File: src/hdl/lpcd_pkg.sv
package lpcd_pkg;

    // ==========================================
    // timing
    localparam int CLK_PERIOD_NS = 10;
    localparam int HALF_WAVE_NS = 10_000_000;
    localparam int RELAY_SETTLE_NS = 20_000_000;
    localparam int MIRROR_TIMEOUT_NS = 1_000_000_000;
    localparam int HALF_WAVE_CYC = HALF_WAVE_NS / CLK_PERIOD_NS;
    localparam int RELAY_SETTLE_CYC = RELAY_SETTLE_NS / CLK_PERIOD_NS;
    localparam int MIRROR_TIMEOUT_CYC = MIRROR_TIMEOUT_NS / CLK_PERIOD_NS;

    // ==========================================
    // phase counter
    localparam int PULSE_LOG2 = 12;
    localparam int TW = 27;
    localparam int PW = 13;
    localparam logic [PW-1:0] PHASE_RST = 13'h1000;
    localparam logic [PULSE_LOG2-1:0] CNT_MAX = 12'hfff;

    // ==========================================
    // register map
    localparam int AW = 3;
    localparam int DW = 32;
    localparam logic [AW-1:0] REG_CTRL = 3'h0;
    localparam logic [AW-1:0] REG_PHASE = 3'h1;
    localparam logic [AW-1:0] REG_STATUS = 3'h2;
    localparam logic [AW-1:0] REG_MASK = 3'h3;
    localparam logic [AW-1:0] REG_STATE = 3'h4;
    localparam logic [AW-1:0] REG_LINEV = 3'h5;
    localparam logic [AW-1:0] REG_HALF = 3'h6;

    localparam int CTRL_W = 3;
    localparam int CTRL_LAMP_EN = 0;
    localparam int CTRL_ECONOMY = 1;
    localparam int CTRL_RETAIN_OFF = 2;
    localparam int CTRL_RESTORE = 3;
    localparam logic [CTRL_W-1:0] CTRL_RST = 3'h0;

    localparam int EVN = 6;
    localparam int EV_ZC = 0;
    localparam int EV_LAMP_FAIL = 1;
    localparam int EV_OVERCUR = 2;
    localparam int EV_FAILOVER = 3;
    localparam int EV_STANDBY = 4;
    localparam int EV_SLOT = 5;

    localparam int ST_LAMP_ON = 0;
    localparam int ST_ACTIVE = 1;
    localparam int ST_SLOT = 2;
    localparam int ST_BRIGHT = 3;
    localparam int ST_OC = 4;
    localparam int ST_FSM = 8;

    // ==========================================
    // types
    typedef enum logic [5:0] {
        LPCD_IDLE = 6'h01,
        LPCD_MIRROR = 6'h02,
        LPCD_RELAY = 6'h04,
        LPCD_LED = 6'h08,
        LPCD_DONE = 6'h10,
        LPCD_BACK = 6'h20
    } lpcd_fsm_t;

    typedef struct packed {
        logic [AW-1:0] addr;
        logic [DW-1:0] wdata;
        logic wr;
        logic rd;
    } lpcd_bus_t;

    typedef struct packed {
        logic zeroCross;
        logic current;
        logic overCurrent;
        logic mirrorAtSecond;
        logic [2:0] slot;
        logic brightness;
        logic standby;
    } lpcd_pins_t;

endpackage

File: src/hdl/lpcd_sync.sv
`timescale 1ns/100ps
`default_nettype none

module lpcd_sync #(
    parameter int W = 1
) (
    // clock and reset
    input wire logic clk,
    input wire logic rst,
    // data
    input wire logic [W-1:0] d,
    output logic [W-1:0] q
);

    typedef struct packed {
        logic [W-1:0] s1;
        logic [W-1:0] s2;
    } lpcd_sync_t;

    lpcd_sync_t s;
    lpcd_sync_t next_s;

    always_comb begin
        next_s.s1 = d;
        next_s.s2 = s.s1;
    end

    always_ff @(posedge clk or posedge rst) begin
        if (rst) begin
            s <= '0;
        end else begin
            s <= next_s;
        end
    end

    assign q = s.s2;

endmodule
`default_nettype wire

File: src/hdl/lpcd_phase_timer.sv
`timescale 1ns/100ps
`default_nettype none

module lpcd_phase_timer import lpcd_pkg::*; #(
    parameter int HALF_INIT = HALF_WAVE_CYC
) (
    // clock and reset
    input wire logic clk,
    input wire logic rst,
    // control
    input wire logic zcLevel,
    input wire logic [PW-1:0] phase,
    input wire logic enable,
    // results
    output logic trigger,
    output logic gate,
    output logic zcPulse,
    output logic [TW-1:0] halfLen
);

    typedef struct packed {
        logic zcPrev;
        logic [TW-1:0] period;
        logic [TW-1:0] halfLen;
        logic [TW-1:0] div;
        logic [PULSE_LOG2-1:0] count;
        logic [PW-1:0] cap;
        logic fired;
        logic trigger;
        logic gate;
        logic zcPulse;
    } lpcd_timer_t;

    lpcd_timer_t s;
    lpcd_timer_t next_s;
    logic [TW-1:0] step;
    logic [TW-1:0] stepM1;

    // cycles per counting pulse, at least one
    assign step = s.halfLen >> PULSE_LOG2;
    assign stepM1 = (step == '0) ? '0 : step - 1'b1;

    always_comb begin
        next_s = s;
        next_s.trigger = 1'b0;
        next_s.zcPulse = 1'b0;
        next_s.zcPrev = zcLevel;
        if (s.period != '1) begin
            next_s.period = s.period + 1'b1;
        end
        if (zcLevel != s.zcPrev) begin
            next_s.zcPulse = 1'b1;
            next_s.halfLen = s.period;
            next_s.period = '0;
            next_s.div = '0;
            next_s.count = '0;
            next_s.cap = phase;
            next_s.fired = 1'b0;
            next_s.gate = 1'b0;
        end else begin
            if (s.div >= stepM1) begin
                next_s.div = '0;
                if (s.count != CNT_MAX) begin
                    next_s.count = s.count + 1'b1;
                end
            end else begin
                next_s.div = s.div + 1'b1;
            end
            // a value of 4096 or more never matches
            if (enable && !s.fired && {1'b0, s.count} == s.cap) begin
                next_s.fired = 1'b1;
                next_s.trigger = 1'b1;
                next_s.gate = 1'b1;
            end
        end
        if (!enable) begin
            next_s.trigger = 1'b0;
            next_s.gate = 1'b0;
        end
    end

    always_ff @(posedge clk or posedge rst) begin
        if (rst) begin
            s <= '0;
            s.halfLen <= TW'(HALF_INIT);
            s.cap <= PHASE_RST;
        end else begin
            s <= next_s;
        end
    end

    assign trigger = s.trigger;
    assign gate = s.gate;
    assign zcPulse = s.zcPulse;
    assign halfLen = s.halfLen;

endmodule
`default_nettype wire

File: src/hdl/lpcd_top.sv
`timescale 1ns/100ps
`default_nettype none

module lpcd_top import lpcd_pkg::*; #(
    parameter int HALF_WAVE_CYCLES = HALF_WAVE_CYC,
    parameter int RELAY_SETTLE_CYCLES = RELAY_SETTLE_CYC,
    parameter int MIRROR_TIMEOUT_CYCLES = MIRROR_TIMEOUT_CYC
) (
    // clock and reset
    input wire logic clk,
    input wire logic rst,
    // register port
    input wire lpcd_bus_t bus,
    output logic [DW-1:0] rdata,
    // mains side
    input wire logic zeroCross,
    input wire logic lampCurrentSense,
    input wire logic overCurrent,
    output logic triacTrigger,
    output logic lampGate,
    // dual lamp module
    input wire logic mirrorAtSecond,
    output logic mirrorToSecond,
    output logic mirrorToFirst,
    output logic lampSelectRelay,
    output logic secondLampLed,
    output logic lampOnLed,
    // accessory slot and panel
    input wire logic [2:0] slotLines,
    input wire logic brightnessSwitch,
    input wire logic standbyButton,
    output logic reducedSupplyRelay,
    // line voltage from on-chip converter
    input wire logic [7:0] lineVoltageSample,
    // interrupt
    output logic irq
);

    // ==========================================
    // state
    typedef struct packed {
        logic [CTRL_W-1:0] ctrl;
        logic [PW-1:0] phase;
        logic [EVN-1:0] status;
        logic [EVN-1:0] mask;
        logic [DW-1:0] rdata;
        lpcd_fsm_t fsm;
        logic [TW-1:0] timer;
        logic activeLamp;
        logic mirrorToSecond;
        logic mirrorToFirst;
        logic relay;
        logic led2;
        logic lampOnLed;
        logic reducedRelay;
        logic irq;
        logic halfFired;
        logic halfCurrent;
        logic ocPrev;
        logic slotPrev;
        logic standbyPrev;
    } lpcd_state_t;

    lpcd_state_t s;
    lpcd_state_t next_s;

    lpcd_pins_t rawPins;
    lpcd_pins_t pins;
    logic [$bits(lpcd_pins_t)-1:0] pinsVec;

    logic tTrigger;
    logic tGate;
    logic tZc;
    logic [TW-1:0] tHalf;
    logic timerEn;

    // ==========================================
    // pin synchronisers
    // slot lines idle high; they are kept inverted so that the
    // cleared synchroniser reads as an empty slot after reset
    assign rawPins = '{
        zeroCross: zeroCross,
        current: lampCurrentSense,
        overCurrent: overCurrent,
        mirrorAtSecond: mirrorAtSecond,
        slot: ~slotLines,
        brightness: brightnessSwitch,
        standby: standbyButton
    };

    lpcd_sync #(
        .W($bits(lpcd_pins_t))
    ) u_sync (
        .clk(clk),
        .rst(rst),
        .d(rawPins),
        .q(pinsVec)
    );

    assign pins = lpcd_pins_t'(pinsVec);

    // ==========================================
    // phase-cut counter
    // overcurrent or a latched trip keeps the triac dark
    assign timerEn = s.ctrl[CTRL_LAMP_EN]
        && !pins.overCurrent
        && !s.status[EV_OVERCUR];

    lpcd_phase_timer #(
        .HALF_INIT(HALF_WAVE_CYCLES)
    ) u_timer (
        .clk(clk),
        .rst(rst),
        .zcLevel(pins.zeroCross),
        .phase(s.phase),
        .enable(timerEn),
        .trigger(tTrigger),
        .gate(tGate),
        .zcPulse(tZc),
        .halfLen(tHalf)
    );

    // ==========================================
    // next state
    always_comb begin
        logic [EVN-1:0] ev;
        logic [EVN-1:0] clr;
        logic slotIn;
        logic restore;
        logic lampFail;
        ev = '0;
        clr = '0;
        // all three lines low means an accessory is present
        slotIn = (pins.slot == '1);
        restore = 1'b0;
        lampFail = 1'b0;
        next_s = s;
        next_s.rdata = '0;

        // register writes
        if (bus.wr) begin
            case (bus.addr)
                REG_CTRL: begin
                    next_s.ctrl = bus.wdata[CTRL_W-1:0];
                    // restore is a one-cycle pulse and is never stored
                    restore = bus.wdata[CTRL_RESTORE];
                end
                REG_PHASE: begin
                    next_s.phase = bus.wdata[PW-1:0];
                end
                REG_STATUS: begin
                    clr = bus.wdata[EVN-1:0];
                end
                REG_MASK: begin
                    next_s.mask = bus.wdata[EVN-1:0];
                end
                default: begin
                end
            endcase
        end

        // lamp current over each half wave
        if (tGate) begin
            next_s.halfFired = 1'b1;
            if (pins.current) begin
                next_s.halfCurrent = 1'b1;
            end
        end
        if (tZc) begin
            ev[EV_ZC] = 1'b1;
            next_s.lampOnLed = s.halfCurrent;
            // fired but no current seen: the lamp is dead
            lampFail = s.halfFired && !s.halfCurrent;
            next_s.halfFired = 1'b0;
            next_s.halfCurrent = 1'b0;
        end
        ev[EV_LAMP_FAIL] = lampFail;

        // overcurrent edge
        next_s.ocPrev = pins.overCurrent;
        if (pins.overCurrent && !s.ocPrev) begin
            ev[EV_OVERCUR] = 1'b1;
        end

        // accessory slot and buttons
        next_s.slotPrev = slotIn;
        if (slotIn != s.slotPrev) begin
            ev[EV_SLOT] = 1'b1;
        end
        // panel buttons are dead while an accessory drives the lamp
        next_s.standbyPrev = pins.standby;
        if (pins.standby && !s.standbyPrev && !slotIn) begin
            ev[EV_STANDBY] = 1'b1;
        end
        next_s.reducedRelay = slotIn && s.ctrl[CTRL_ECONOMY];

        // failover sequence
        if (s.timer != '0) begin
            next_s.timer = s.timer - 1'b1;
        end
        case (s.fsm)
            LPCD_IDLE: begin
                // only lamp one can fail over; the mirror moves first
                if (lampFail && !s.activeLamp) begin
                    next_s.fsm = LPCD_MIRROR;
                    next_s.mirrorToSecond = 1'b1;
                    next_s.timer = TW'(MIRROR_TIMEOUT_CYCLES);
                end
            end
            LPCD_MIRROR: begin
                // a stalled mirror motor gives up after the timeout
                if (pins.mirrorAtSecond || s.timer == '0) begin
                    next_s.fsm = LPCD_RELAY;
                    next_s.mirrorToSecond = 1'b0;
                    next_s.relay = 1'b1;
                    next_s.timer = TW'(RELAY_SETTLE_CYCLES);
                end
            end
            LPCD_RELAY: begin
                // relay contacts settle before the led goes on
                if (s.timer == '0) begin
                    next_s.fsm = LPCD_LED;
                    next_s.led2 = 1'b1;
                end
            end
            LPCD_LED: begin
                // record lamp two as the lamp in use
                next_s.fsm = LPCD_DONE;
                next_s.activeLamp = 1'b1;
                ev[EV_FAILOVER] = 1'b1;
            end
            LPCD_DONE: begin
                // the stored lamp holds until a restore pulse arrives with retention off
                if (restore && s.ctrl[CTRL_RETAIN_OFF]) begin
                    next_s.fsm = LPCD_BACK;
                    next_s.relay = 1'b0;
                    next_s.led2 = 1'b0;
                    next_s.mirrorToFirst = 1'b1;
                    next_s.timer = TW'(MIRROR_TIMEOUT_CYCLES);
                end
            end
            LPCD_BACK: begin
                // mirror off the second position again, or motor given up on
                if (!pins.mirrorAtSecond || s.timer == '0) begin
                    next_s.fsm = LPCD_IDLE;
                    next_s.mirrorToFirst = 1'b0;
                    next_s.activeLamp = 1'b0;
                end
            end
            default: begin
                next_s.fsm = LPCD_IDLE;
                next_s.mirrorToSecond = 1'b0;
                next_s.mirrorToFirst = 1'b0;
            end
        endcase

        // sticky status, a new event beats the clear
        next_s.status = (s.status & ~clr) | ev;
        next_s.irq = |(next_s.status & next_s.mask);

        // register reads, answered next cycle
        if (bus.rd) begin
            case (bus.addr)
                REG_CTRL: begin
                    next_s.rdata = DW'(s.ctrl);
                end
                REG_PHASE: begin
                    next_s.rdata = DW'(s.phase);
                end
                REG_STATUS: begin
                    next_s.rdata = DW'(s.status);
                end
                REG_MASK: begin
                    next_s.rdata = DW'(s.mask);
                end
                REG_STATE: begin
                    next_s.rdata[ST_LAMP_ON] = s.lampOnLed;
                    next_s.rdata[ST_ACTIVE] = s.activeLamp;
                    next_s.rdata[ST_SLOT] = slotIn;
                    // panel switch has no say with an accessory
                    next_s.rdata[ST_BRIGHT] = pins.brightness && !slotIn;
                    next_s.rdata[ST_OC] = pins.overCurrent;
                    next_s.rdata[ST_FSM +: $bits(lpcd_fsm_t)] = s.fsm;
                end
                REG_LINEV: begin
                    next_s.rdata = DW'(lineVoltageSample);
                end
                REG_HALF: begin
                    next_s.rdata = DW'(tHalf);
                end
                // unmapped addresses read as zero
                default: begin
                    next_s.rdata = '0;
                end
            endcase
        end
    end

    // ==========================================
    // registers
    always_ff @(posedge clk or posedge rst) begin
        if (rst) begin
            s <= '0;
            s.ctrl <= CTRL_RST;
            // an out-of-range phase keeps the triac dark until written
            s.phase <= PHASE_RST;
            s.fsm <= LPCD_IDLE;
        end else begin
            s <= next_s;
        end
    end

    // ==========================================
    // outputs
    assign rdata = s.rdata;
    // trigger and gate come straight from the timer's flops
    assign triacTrigger = tTrigger;
    assign lampGate = tGate;
    assign mirrorToSecond = s.mirrorToSecond;
    assign mirrorToFirst = s.mirrorToFirst;
    assign lampSelectRelay = s.relay;
    assign secondLampLed = s.led2;
    assign lampOnLed = s.lampOnLed;
    assign reducedSupplyRelay = s.reducedRelay;
    assign irq = s.irq;

endmodule
`default_nettype wire

File: config.mk
export PLATFORM = sky130hd
export DESIGN_NAME = lpcd_top
export DESIGN_NICKNAME = d
export VERILOG_FILES = /design/src/hdl/lpcd_pkg.sv /design/src/hdl/lpcd_sync.sv /design/src/hdl/lpcd_phase_timer.sv /design/src/hdl/lpcd_top.sv
export SDC_FILE = /design/constraint.sdc
export NUM_CORES = 1
export LEC_CHECK = 0
export BUFFER_PORTS_ARGS = -buffer_cell sky130_fd_sc_hd__buf_2
export CAP_MARGIN = 20
export CORE_UTILIZATION = 62
export CTS_BUF_LIST = sky130_fd_sc_hd__clkbuf_4 sky130_fd_sc_hd__clkbuf_8
export CTS_CLUSTER_SIZE = 30
export DETAILED_ROUTE_END_ITERATION = 6
export PLACE_DENSITY = 0.82
export SYNTH_ARGS = -nofsm -noshare
export SYNTH_HDL_FRONTEND = slang
export SYNTH_SLANG_ARGS = --single-unit
File: constraint.sdc
create_clock -name clk -period 8.05 [get_ports clk]
set_input_delay 0.4025 -clock clk [delete_from_list [all_inputs] [get_ports clk]]
set_output_delay 0.4025 -clock clk [all_outputs]
set_load 0.03 [all_outputs]
==> metrics.txt, run 1 <==
Top Layer Used=met4; Yosys warnings=0; CTS tree=done; setup TNS=0 ns; I/O pin count=97; Fillers=1348; first-pass GRT wire length=roughly 41000 µm; wl on met1=10800 µm; Int Pwr=a little over 2 mW; Lkg Pwr=around 6 nW; H-Tree Level Count=2; switching share of power=0.248; reg2reg start=u_timer.halfLen[15]; minimum clock period=roughly 4.6 ns; postcts setup bufs=0; met3 wire length=around 1200 µm; GR Util All Layers=0.264; Hold Crit Class=in -> reg; max_cap viols=0; number of global-route vias before repair=8625; final non-filler cell area=0.0129 mm²; synth cell count leaders=dfrtp_1 (220), nand2_1 (202), nor2_1 (113), xnor2_1 (46), xor2_1 (46); CP arrival=4.98 ns; Combinational Power Share=0.086; full die area=roughly 0.019 mm²; P_sw=0.661 mW; r2r setup slk=around 3.5 ns; DRT antenna net count=0; Final #Nets=between 1000 and 1500; Syn Inst Count=about 1200; first-iteration detailed-routing DRC count=523; placed inst area=between 0.01 and 0.015 mm²; outcome=complete, but fails checks; clock buffer depth=3; most frequent cell after synthesis=dfrtp_1; average cell area after synthesis=between 9 and 10 µm²; metal2 WL=11600 µm; fraction of registers with async set/reset=1.00; Hold Path End=s[102]; # resized after CTS=0; share of layout cells above drive strength 1=0.167; fin crit share=0.565; clock share of power=0.429; Slew Limit Fails=0; worst hold start=bus[14]; Sequential Power Share=0.485; pwr dens=208 mW/mm²; critical path launch point type=register; CTS buffer count=39; vias post-DR=a little under 9000; Area growth, synth to finish=10.9%; RSZ-0062 raised after global routing=false; Slew headroom=0.378; Clock Latency Late Sink=0.56 ns; Routed WL=roughly 24000 µm; clock slew at reported path FFs=0.06 ns; IO Port Bufs=roughly 70; Setup CP Type=reg -> reg; grt ovf=0; Post-synth EDFFs=0; Fin. Hold Viols=0; Synth Register Bits=230; failing checks=design-rule violations; final setup skew=roughly 0.028 ns; Synth Cell Area=approximately 0.012 mm²; Yosys top cell area share=0.475; synth top area cells=dfrtp_1 (47%), nand2_1 (6.5%), nor2_1 (3.7%); core outline area=approximately 0.018 mm²; clk root buf=clkbuf_8; Seq/Total Area, Yosys=0.497; Crit. End Element=register; Die H=139 µm; row count=49; Synth area leader=dfrtp_1; Hold Crit Depth=3; Initial Util=0.639; Worst-Margin Slew=around 0.93 ns; DRT Pass-1 Iters=7; critical path required time=around 8.5 ns; HPWL Detailed=~16000 µm; drt drc=5; DR vias/cell=5.85; Num Clock Sinks=230; initial antenna violation count=0; FMAX=0.220 GHz; n_diodes=0; final setup vio count=0; R2R depth=12; capturing point of the worst reg2reg path=u_timer.s[53]; routability congestion estimate from global placement=roughly 0.86; largest net degree at the start of global routing=a little over 100; die width=roughly 140 µm; CP Max Fanout=15; worst vdd ir=roughly 150 µV; routed len/inst=16.3 µm; Top FF cell, synth=dfrtp_1; Yosys cell types=83
[through the flow]
step,std cells,setup WS [ns],utilization,hold slack (ns),total power [mW]
2_1_floorplan,1181,1.36,-,0.331,1.47
3_3_place_gp,1409,3.64,0.654,0.333,1.53
3_5_place_dp,1409,3.51,0.654,0.335,1.54
4_1_cts,1489,3.47,0.708,0.0467,2.70
5_1_grt,1491,2.94,0.709,0.0465,2.78
6_report,1491,3.50,0.709,0.0717,2.67
[flip-flops by register name, summed over array words and instances (netlist names)]
| register | count |
|---|---|
| reducedSupplyRelay | 1 |
| u_sync.next_s | 9 |
| u_sync.q | 9 |
| irq | 1 |
| rdata | 27 |
| u_timer.gate | 1 |
| mirrorToSecond | 1 |
| lampSelectRelay | 1 |
| u_timer.halfLen | 27 |
| u_timer.s | 81 |
| secondLampLed | 1 |
| s | 67 |
| u_timer.zcPulse | 1 |
| u_timer.trigger | 1 |
| lampOnLed | 1 |
| mirrorToFirst | 1 |
[routing by layer]
metal | vias up | global-route usage
met3 | 61 | 0.0521
met4 | 0 | 0.101
met2 | 253 | 0.425
met1 | 4274 | 0.357
li1 | 4140 | -
met5 | - | 0
[power by group through the flow]
stage	logic (mW)	clock network (mW)	registers [mW]
global route	0.255	1.22	1.30
finish	0.230	1.15	1.30
floorplan	0.174	0	1.30
global placement	0.217	0	1.31
detailed placement	0.223	0	1.31
CTS	0.229	1.18	1.29
[final cells by class]
class	count	area [µm²]	area share
Multi-Input combinational cell	843	5290	0.411
Clock inverter	6	88.8	0.00691
Sequential cell	230	5770	0.448
Tap cell	229	287	0.0223
Timing Repair Buffer	89	523	0.0407
Inverter	30	120	0.00934
Clock buffer	64	787	0.0612
[cells by family after synthesis]
group / count (synthesis) / synth area share
and+or+nand+nor: 536 / 0.227
other: 1 / 0.000323
AOI/OAI and AO/OA: 126 / 0.0724
muxes: 52 / 0.0507
xor gates and xnor gates: 92 / 0.0695
buffers and inverters: 108 / 0.0484
DFF: 230 / 0.497
adders and majority gates: 32 / 0.0345
[timing repair]
| item | CTS | global route |
|---|---|---|
| setup endpoints to repair | 0 | 0 |
| hold buffers | 10 | 0 |
| endpoints found under the hold margin | 74 | 0 |
[placed cells by master, fill, tap and decap left out, types with 24 or more instances in the layout]
cell type / instances
a21oi_1: 24
and3_1: 25
buf_2: 72
clkbuf_8: 49
dfrtp_1: 220
ha_1: 32
inv_1: 28
mux2_2: 24
mux2i_1: 25
nand2_1: 202
nand3_1: 42
nand4_1: 24
nor2_1: 113
nor3_1: 26
o21ai_0: 35
xnor2_1: 45
xor2_1: 46
[worst max path at each step]
stage	cells past startpoint	slack (ns)	startpoint	end
floorplan	1	1.36	rst	irq
global placement	12	3.64	u_timer.halfLen[15]	u_timer.s[54]
detailed placement	12	3.51	u_timer.halfLen[15]	u_timer.s[43]
CTS	12	3.47	u_timer.halfLen[15]	u_timer.s[53]
global route	12	2.94	u_timer.halfLen[15]	u_timer.s[51]
finish	12	3.50	u_timer.halfLen[15]	u_timer.s[53]
[critical path, stage by stage (launching register included)]
cell and delay [ns]:
dfrtp_1 0.42, nor4_1 0.54, nand2_1 0.20, nor3_1 0.29, nand4b_1 0.56, ha_1 0.56
and4_1 0.21, and3_1 0.22, a211o_1 0.16, a211oi_1 0.06, o31ai_2 0.79, buf_4 0.35
nor2_1 0.08
(Power assumes the default switching activity.)
==> inputs of run 2 (changes only) <==
CORE_UTILIZATION = 56   (was 62)
PLACE_DENSITY = 0.78   (was 0.82)
clock period = 3.9 ns   (was 8.05 ns; I/O delays follow)
==> run 2 against run 1 <==
  * The run now ends clean
  * First-iteration DRC count rose by 42%
  * Global-route usage shrank 1.8 points
  * Utilization decreased by 6.5 points
  * Total power grew 100%
  * Critical path type unchanged
  * Largest cell class unchanged
==> metrics.txt, run 2 (synthesis results as in run 1) <==
row count=52; Slew Limit Fails=0; initial antenna violation count=0; crit path max-delay cell type=or4_1; Num Clock Sinks=230; clk root buf=clkbuf_8; setup TNS=0 ns; routed len/inst=about 16 µm; WHS=roughly 0.14 ns; CTS buffer count=39; final setup skew=between 0.015 and 0.02 ns; DRT antenna net count=0; Crit. End Element=register; Die H=146 µm; outcome=completed; Area growth, synth to finish=12.8%; full die area=0.0213 mm²; Fillers=approximately 1600; pre-CTS setup slack=slightly below 0.2 ns; Routed WL=25100 µm; IO Port Bufs=72; FMAX=0.272 GHz; CP max stage delay=between 0.5 and 0.6 ns; minimum clock period=~3.7 ns; DR vias/cell=around 5.7; Setup CP Type=reg -> reg; share of layout cells above drive strength 1=0.172; most used cell, CP=and3_1; DRT Pass-1 Iters=5; Fin. Hold Viols=0; I/O pin count=97; vias post-DR=roughly 8800; largest net degree at the start of global routing=roughly 160; HPWL Detailed=16600 µm; GR Util All Layers=0.246; Worst-Margin Slew=a little under 0.9 ns; grt ovf=0; max FFs per register=between 80 and 90; max_cap viols=0; worst setup margin=between 0.2 and 0.25 ns; final non-filler cell area=~0.013 mm²; first-pass GRT wire length=between 40000 and 50000 µm; routability congestion estimate from global placement=0.872; worst vdd ir=between 300 and 400 µV; CP Cell Sequence=or4_1 -> nor3_1 -> nor3b_1 -> xor2_1 -> nand2_1 -> ha_1 -> and3_1 -> and3_1 -> a211o_1 -> o21ai_0 -> buf_4 -> a311oi_1 -> mux2i_1; CP Max Fanout=11; pwr dens=approximately 420 mW/mm²; RSZ-0062 raised after global routing=false; CP arrival=4.06 ns; most common cell after layout, fill and taps aside=dfrtp_1; most frequent cells in the layout=dfrtp_1 (220), nand2_1 (202), nor2_1 (113); Clock Latency Late Sink=about 0.53 ns; Initial Util=0.571; Hold Crit Class=in -> reg; clock buffer depth=3; core outline area=slightly above 0.02 mm²; clock slew at reported path FFs=~0.06 ns; Lkg Pwr=around 6 nW; Slew headroom=0.416; final setup vio count=0; drt drc=0; Reg with most FFs=u_timer.s; number of global-route vias before repair=8679; CTS tree=done; Final #Nets=1342; die width=roughly 150 µm; placed inst area=0.0120 mm²; H-Tree Level Count=2; Largest regs=u_timer.s: 81 flops, s: 67 flops; first-iteration detailed-routing DRC count=approximately 750; critical path required time=roughly 4.3 ns; n_diodes=0; fin crit share=0.942; critical path launch point type=register
[run 2: changes by cell type in the layout (fill, tap and decap cells not counted), sizes merged]
cell	before	now
dlygate4sd3	10	23
bufinv	2	1
buf	78	87
clkbuf	65	62
clkinv	2	6
inv	31	30
clkinvlp	1	2
[run 2: what timing repair did]
action,4_1_cts,5_1_grt
buffers inserted,0,2
hold endpoints to repair,129,0
endpoints found under the setup margin,0,33
gates resized for setup,0,1
hold buffers,23,0
[run 2: worst paths after layout]
kind,slack [ns],end,start,depth (start not counted)
setup / recovery,0.23,u_timer.s[26],u_timer.halfLen[18],13
hold / removal,0.14,rdata[9],bus[0],2
setup reg to reg,0.23,u_timer.s[26],u_timer.halfLen[18],13
hold reg to reg,0.35,u_sync.q[2],u_sync.next_s[2],0
max in group asynchronous,2.76,u_timer.s[53],rst,4
min in group asynchronous,0.45,u_sync.next_s[3],rst,4
[run 2: critical path, delay by kind of cell, from the launching register on]
family / cells / cell delay [ns]
DFF: 1 / 0.40
xor gates and xnor gates: 1 / 0.18
AOI/OAI and AO/OA: 3 / 0.66
buffers and inverters: 1 / 0.23
and+or+nand+nor: 6 / 1.64
adders and majority gates: 1 / 0.28
muxes: 1 / 0.15
[run 2: cell type report]
class                      count  area [µm²]  area share
sequential                   230        5770       0.441
multi-input combinational    843        5290       0.405
clock buffer                  62         772      0.0590
timing repair buffer         110         716      0.0547
tap                          270         338      0.0258
inverter                      30         116     0.00890
clock inverter                 9        76.3     0.00584
[run 2: report_power, final]
group	switching, mW	internal (mW)
clock network	0.962	1.33
logic	0.288	0.203
registers	0.124	2.55
[run 2: routing by layer]
layer  vias up  global-route usage  routed length [µm]
li1       4182                   -                   -
met1      4270               0.329               10900
met2       286               0.406               12100
met3        48              0.0429                1530
met4         0              0.0805                 598
met5         -                   0                   0
[run 2: per-stage QoR]
step                      power [mW]  cells  utilization
after global routing            5.68   1554        0.644
final                           5.45   1554        0.644
after CTS                       5.50   1552        0.643
after floorplan                 3.04   1181            -
after detailed placement        3.17   1458        0.590
after global placement          3.16   1458        0.590
==> inputs of run 3 (changes only) <==
CORE_ASPECT_RATIO = 0.6   (was not set)
==> run 3 against run 2 <==
  * First-iteration DRC count up 0.54%
  * Non-clock buffer count up 4
  * Largest cell class unchanged
  * Cell area fell by 0.55%
  * Clock skew grew 0.0077 ns
  * Maximum frequency is 0.28% lower
==> metrics.txt, run 3 (synthesis results as in run 1) <==
DR vias/cell=5.60; Combinational Power Share=0.096; Clock Latency Late Sink=between 0.5 and 0.6 ns; largest net degree at the start of global routing=150; n_diodes=0; Initial Util=0.575; CP arrival=~4.1 ns; worst hold start=bus[0]; routed len/inst=17.0 µm; Hold Crit Depth=2; clock share of power=0.393; Hold Path End=rdata[6]; initial antenna violation count=0; Util after Layout=0.645; FMAX=0.272 GHz; most frequent cells in the layout=dfrtp_1 (220), nand2_1 (202), nor2_1 (113); fin crit share=0.944; reg2reg start=u_timer.halfLen[18]; Final #Nets=1343; Post-Place Cells=1466; IO Port Bufs=72; outcome=completed; Area growth, synth to finish=12.1%; worst vdd ir=between 400 and 500 µV; CTS tree=done; Non-Filler Instances=approximately 1600; Setup CP Type=reg -> reg; most common cell after layout, fill and taps aside=dfrtp_1; HPWL Detailed=approximately 18000 µm; first-pass GRT wire length=43200 µm; full die area=between 0.02 and 0.025 mm²; total power=~5.2 mW; minimum clock period=roughly 3.7 ns; RSZ-0062 raised after global routing=true; clock slew at reported path FFs=0.06 ns; Die H=approximately 110 µm; I/O pin count=just under 100; Sequential Power Share=0.511; H-Tree Level Count=2; Reg with most FFs=u_timer.s; worst setup margin=roughly 0.22 ns; routability congestion estimate from global placement=0.869; critical path launch point type=register; pre-CTS setup slack=roughly 0.12 ns; core outline area=a little over 0.02 mm²; Hold Crit Class=in -> reg; first-iteration detailed-routing DRC count=about 750; max FFs per register=between 80 and 90; Lkg Pwr=approximately 6 nW; Slew Limit Fails=0; Crit. End Element=register; switching share of power=0.261; DRT antenna net count=0; Routed WL=26300 µm; Num Clock Sinks=230; final setup skew=about 0.025 ns; R2R depth=13; DRT Pass-1 Iters=6; drt drc=0; clock buffer depth=3; max_cap viols=0; CTS buffer count=36; Int Pwr=approximately 3.9 mW; number of global-route vias before repair=roughly 8300; Worst-Margin Slew=0.829 ns; Slew headroom=0.448; Fin. Hold Viols=0; share of layout cells above drive strength 1=0.168; r2r setup slk=approximately 0.22 ns; critical path required time=4.34 ns; P_sw=around 1.4 mW; final setup vio count=0; die width=188 µm; clk root buf=clkbuf_8; CP Max Fanout=10; grt ovf=0; Largest regs=u_timer.s: 81 flops, s: 67 flops; row count=40; vias post-DR=8687; GR Util All Layers=0.252; capturing point of the worst reg2reg path=u_timer.s[46]; pwr dens=~400 mW/mm²
[run 3: cell count changes in the layout (fill, tap and decap cells not counted), sizes merged]
cell and delta:
buf +4, clkinv -2, clkbuf -8, bufinv -1
[run 3: cell type report]
type / instances / area, µm²
fillers: 1591 / 7160
flip-flops and latches: 230 / 5770
multi-input cells: 843 / 5310
repair buffers: 114 / 758
clock buffers: 54 / 681
well taps: 273 / 342
inverters: 30 / 116
clock inverters: 6 / 36.3
[run 3: repair_timing]
item,4_1_cts,5_1_grt
hold endpoints to repair,139,0
buffers inserted,0,1
gates resized for setup,0,2
setup endpoints to repair,0,33
hold buffers,23,0
[run 3: power groups by stage]
stage	Sequential, mW	Combinational (mW)	Clock [mW]
floorplan	2.68	0.360	0
global placement	2.70	0.462	0
detailed placement	2.71	0.482	0
CTS	2.67	0.503	2.09
global route	2.69	0.559	2.20
finish	2.67	0.503	2.05
[run 3: how the worst max path moves through the flow]
stage               depth (start not counted)           startpoint             to  slack, ns
floorplan                                  12  u_timer.halfLen[15]  u_timer.s[47]       0.22
global placement                           13  u_timer.halfLen[18]  u_timer.s[37]       0.29
detailed placement                         11  u_timer.halfLen[18]  u_timer.s[39]       0.12
CTS                                        11  u_timer.halfLen[18]  u_timer.s[39]       0.11
global route                               13  u_timer.halfLen[18]  u_timer.s[53]      -0.04
finish                                     13  u_timer.halfLen[18]  u_timer.s[46]       0.22
[run 3: worst max-delay path, cell delays in order (launching register included)]
cell	delay, ns
dfstp_2	0.40
or4_1	0.59
nor3_2	0.20
nor3b_1	0.29
xor2_1	0.18
nand2_1	0.09
ha_1	0.29
and3_1	0.18
and3_1	0.22
a211o_1	0.28
a211oi_1	0.37
o31ai_4	0.17
buf_4	0.21
nor2_1	0.12
[run 3: metrics by stage]
step	hold WS, ns	instance area, µm²	setup TNS (ns)
3_3_place_gp	0.303	12000	0
5_1_grt	0.113	13000	-0.247
6_report	0.132	13000	0
3_5_place_dp	0.304	12000	0
4_1_cts	0.0943	13000	0
2_1_floorplan	0.226	11600	0
[run 3: routing by layer]
| metal | wire [µm] | GRT usage |
|---|---|---|
| met2 | 11200 | 0.359 |
| met5 | 0 | 0 |
| met3 | 1560 | 0.0566 |
| met4 | 367 | 0.0645 |
| met1 | 13200 | 0.389 |
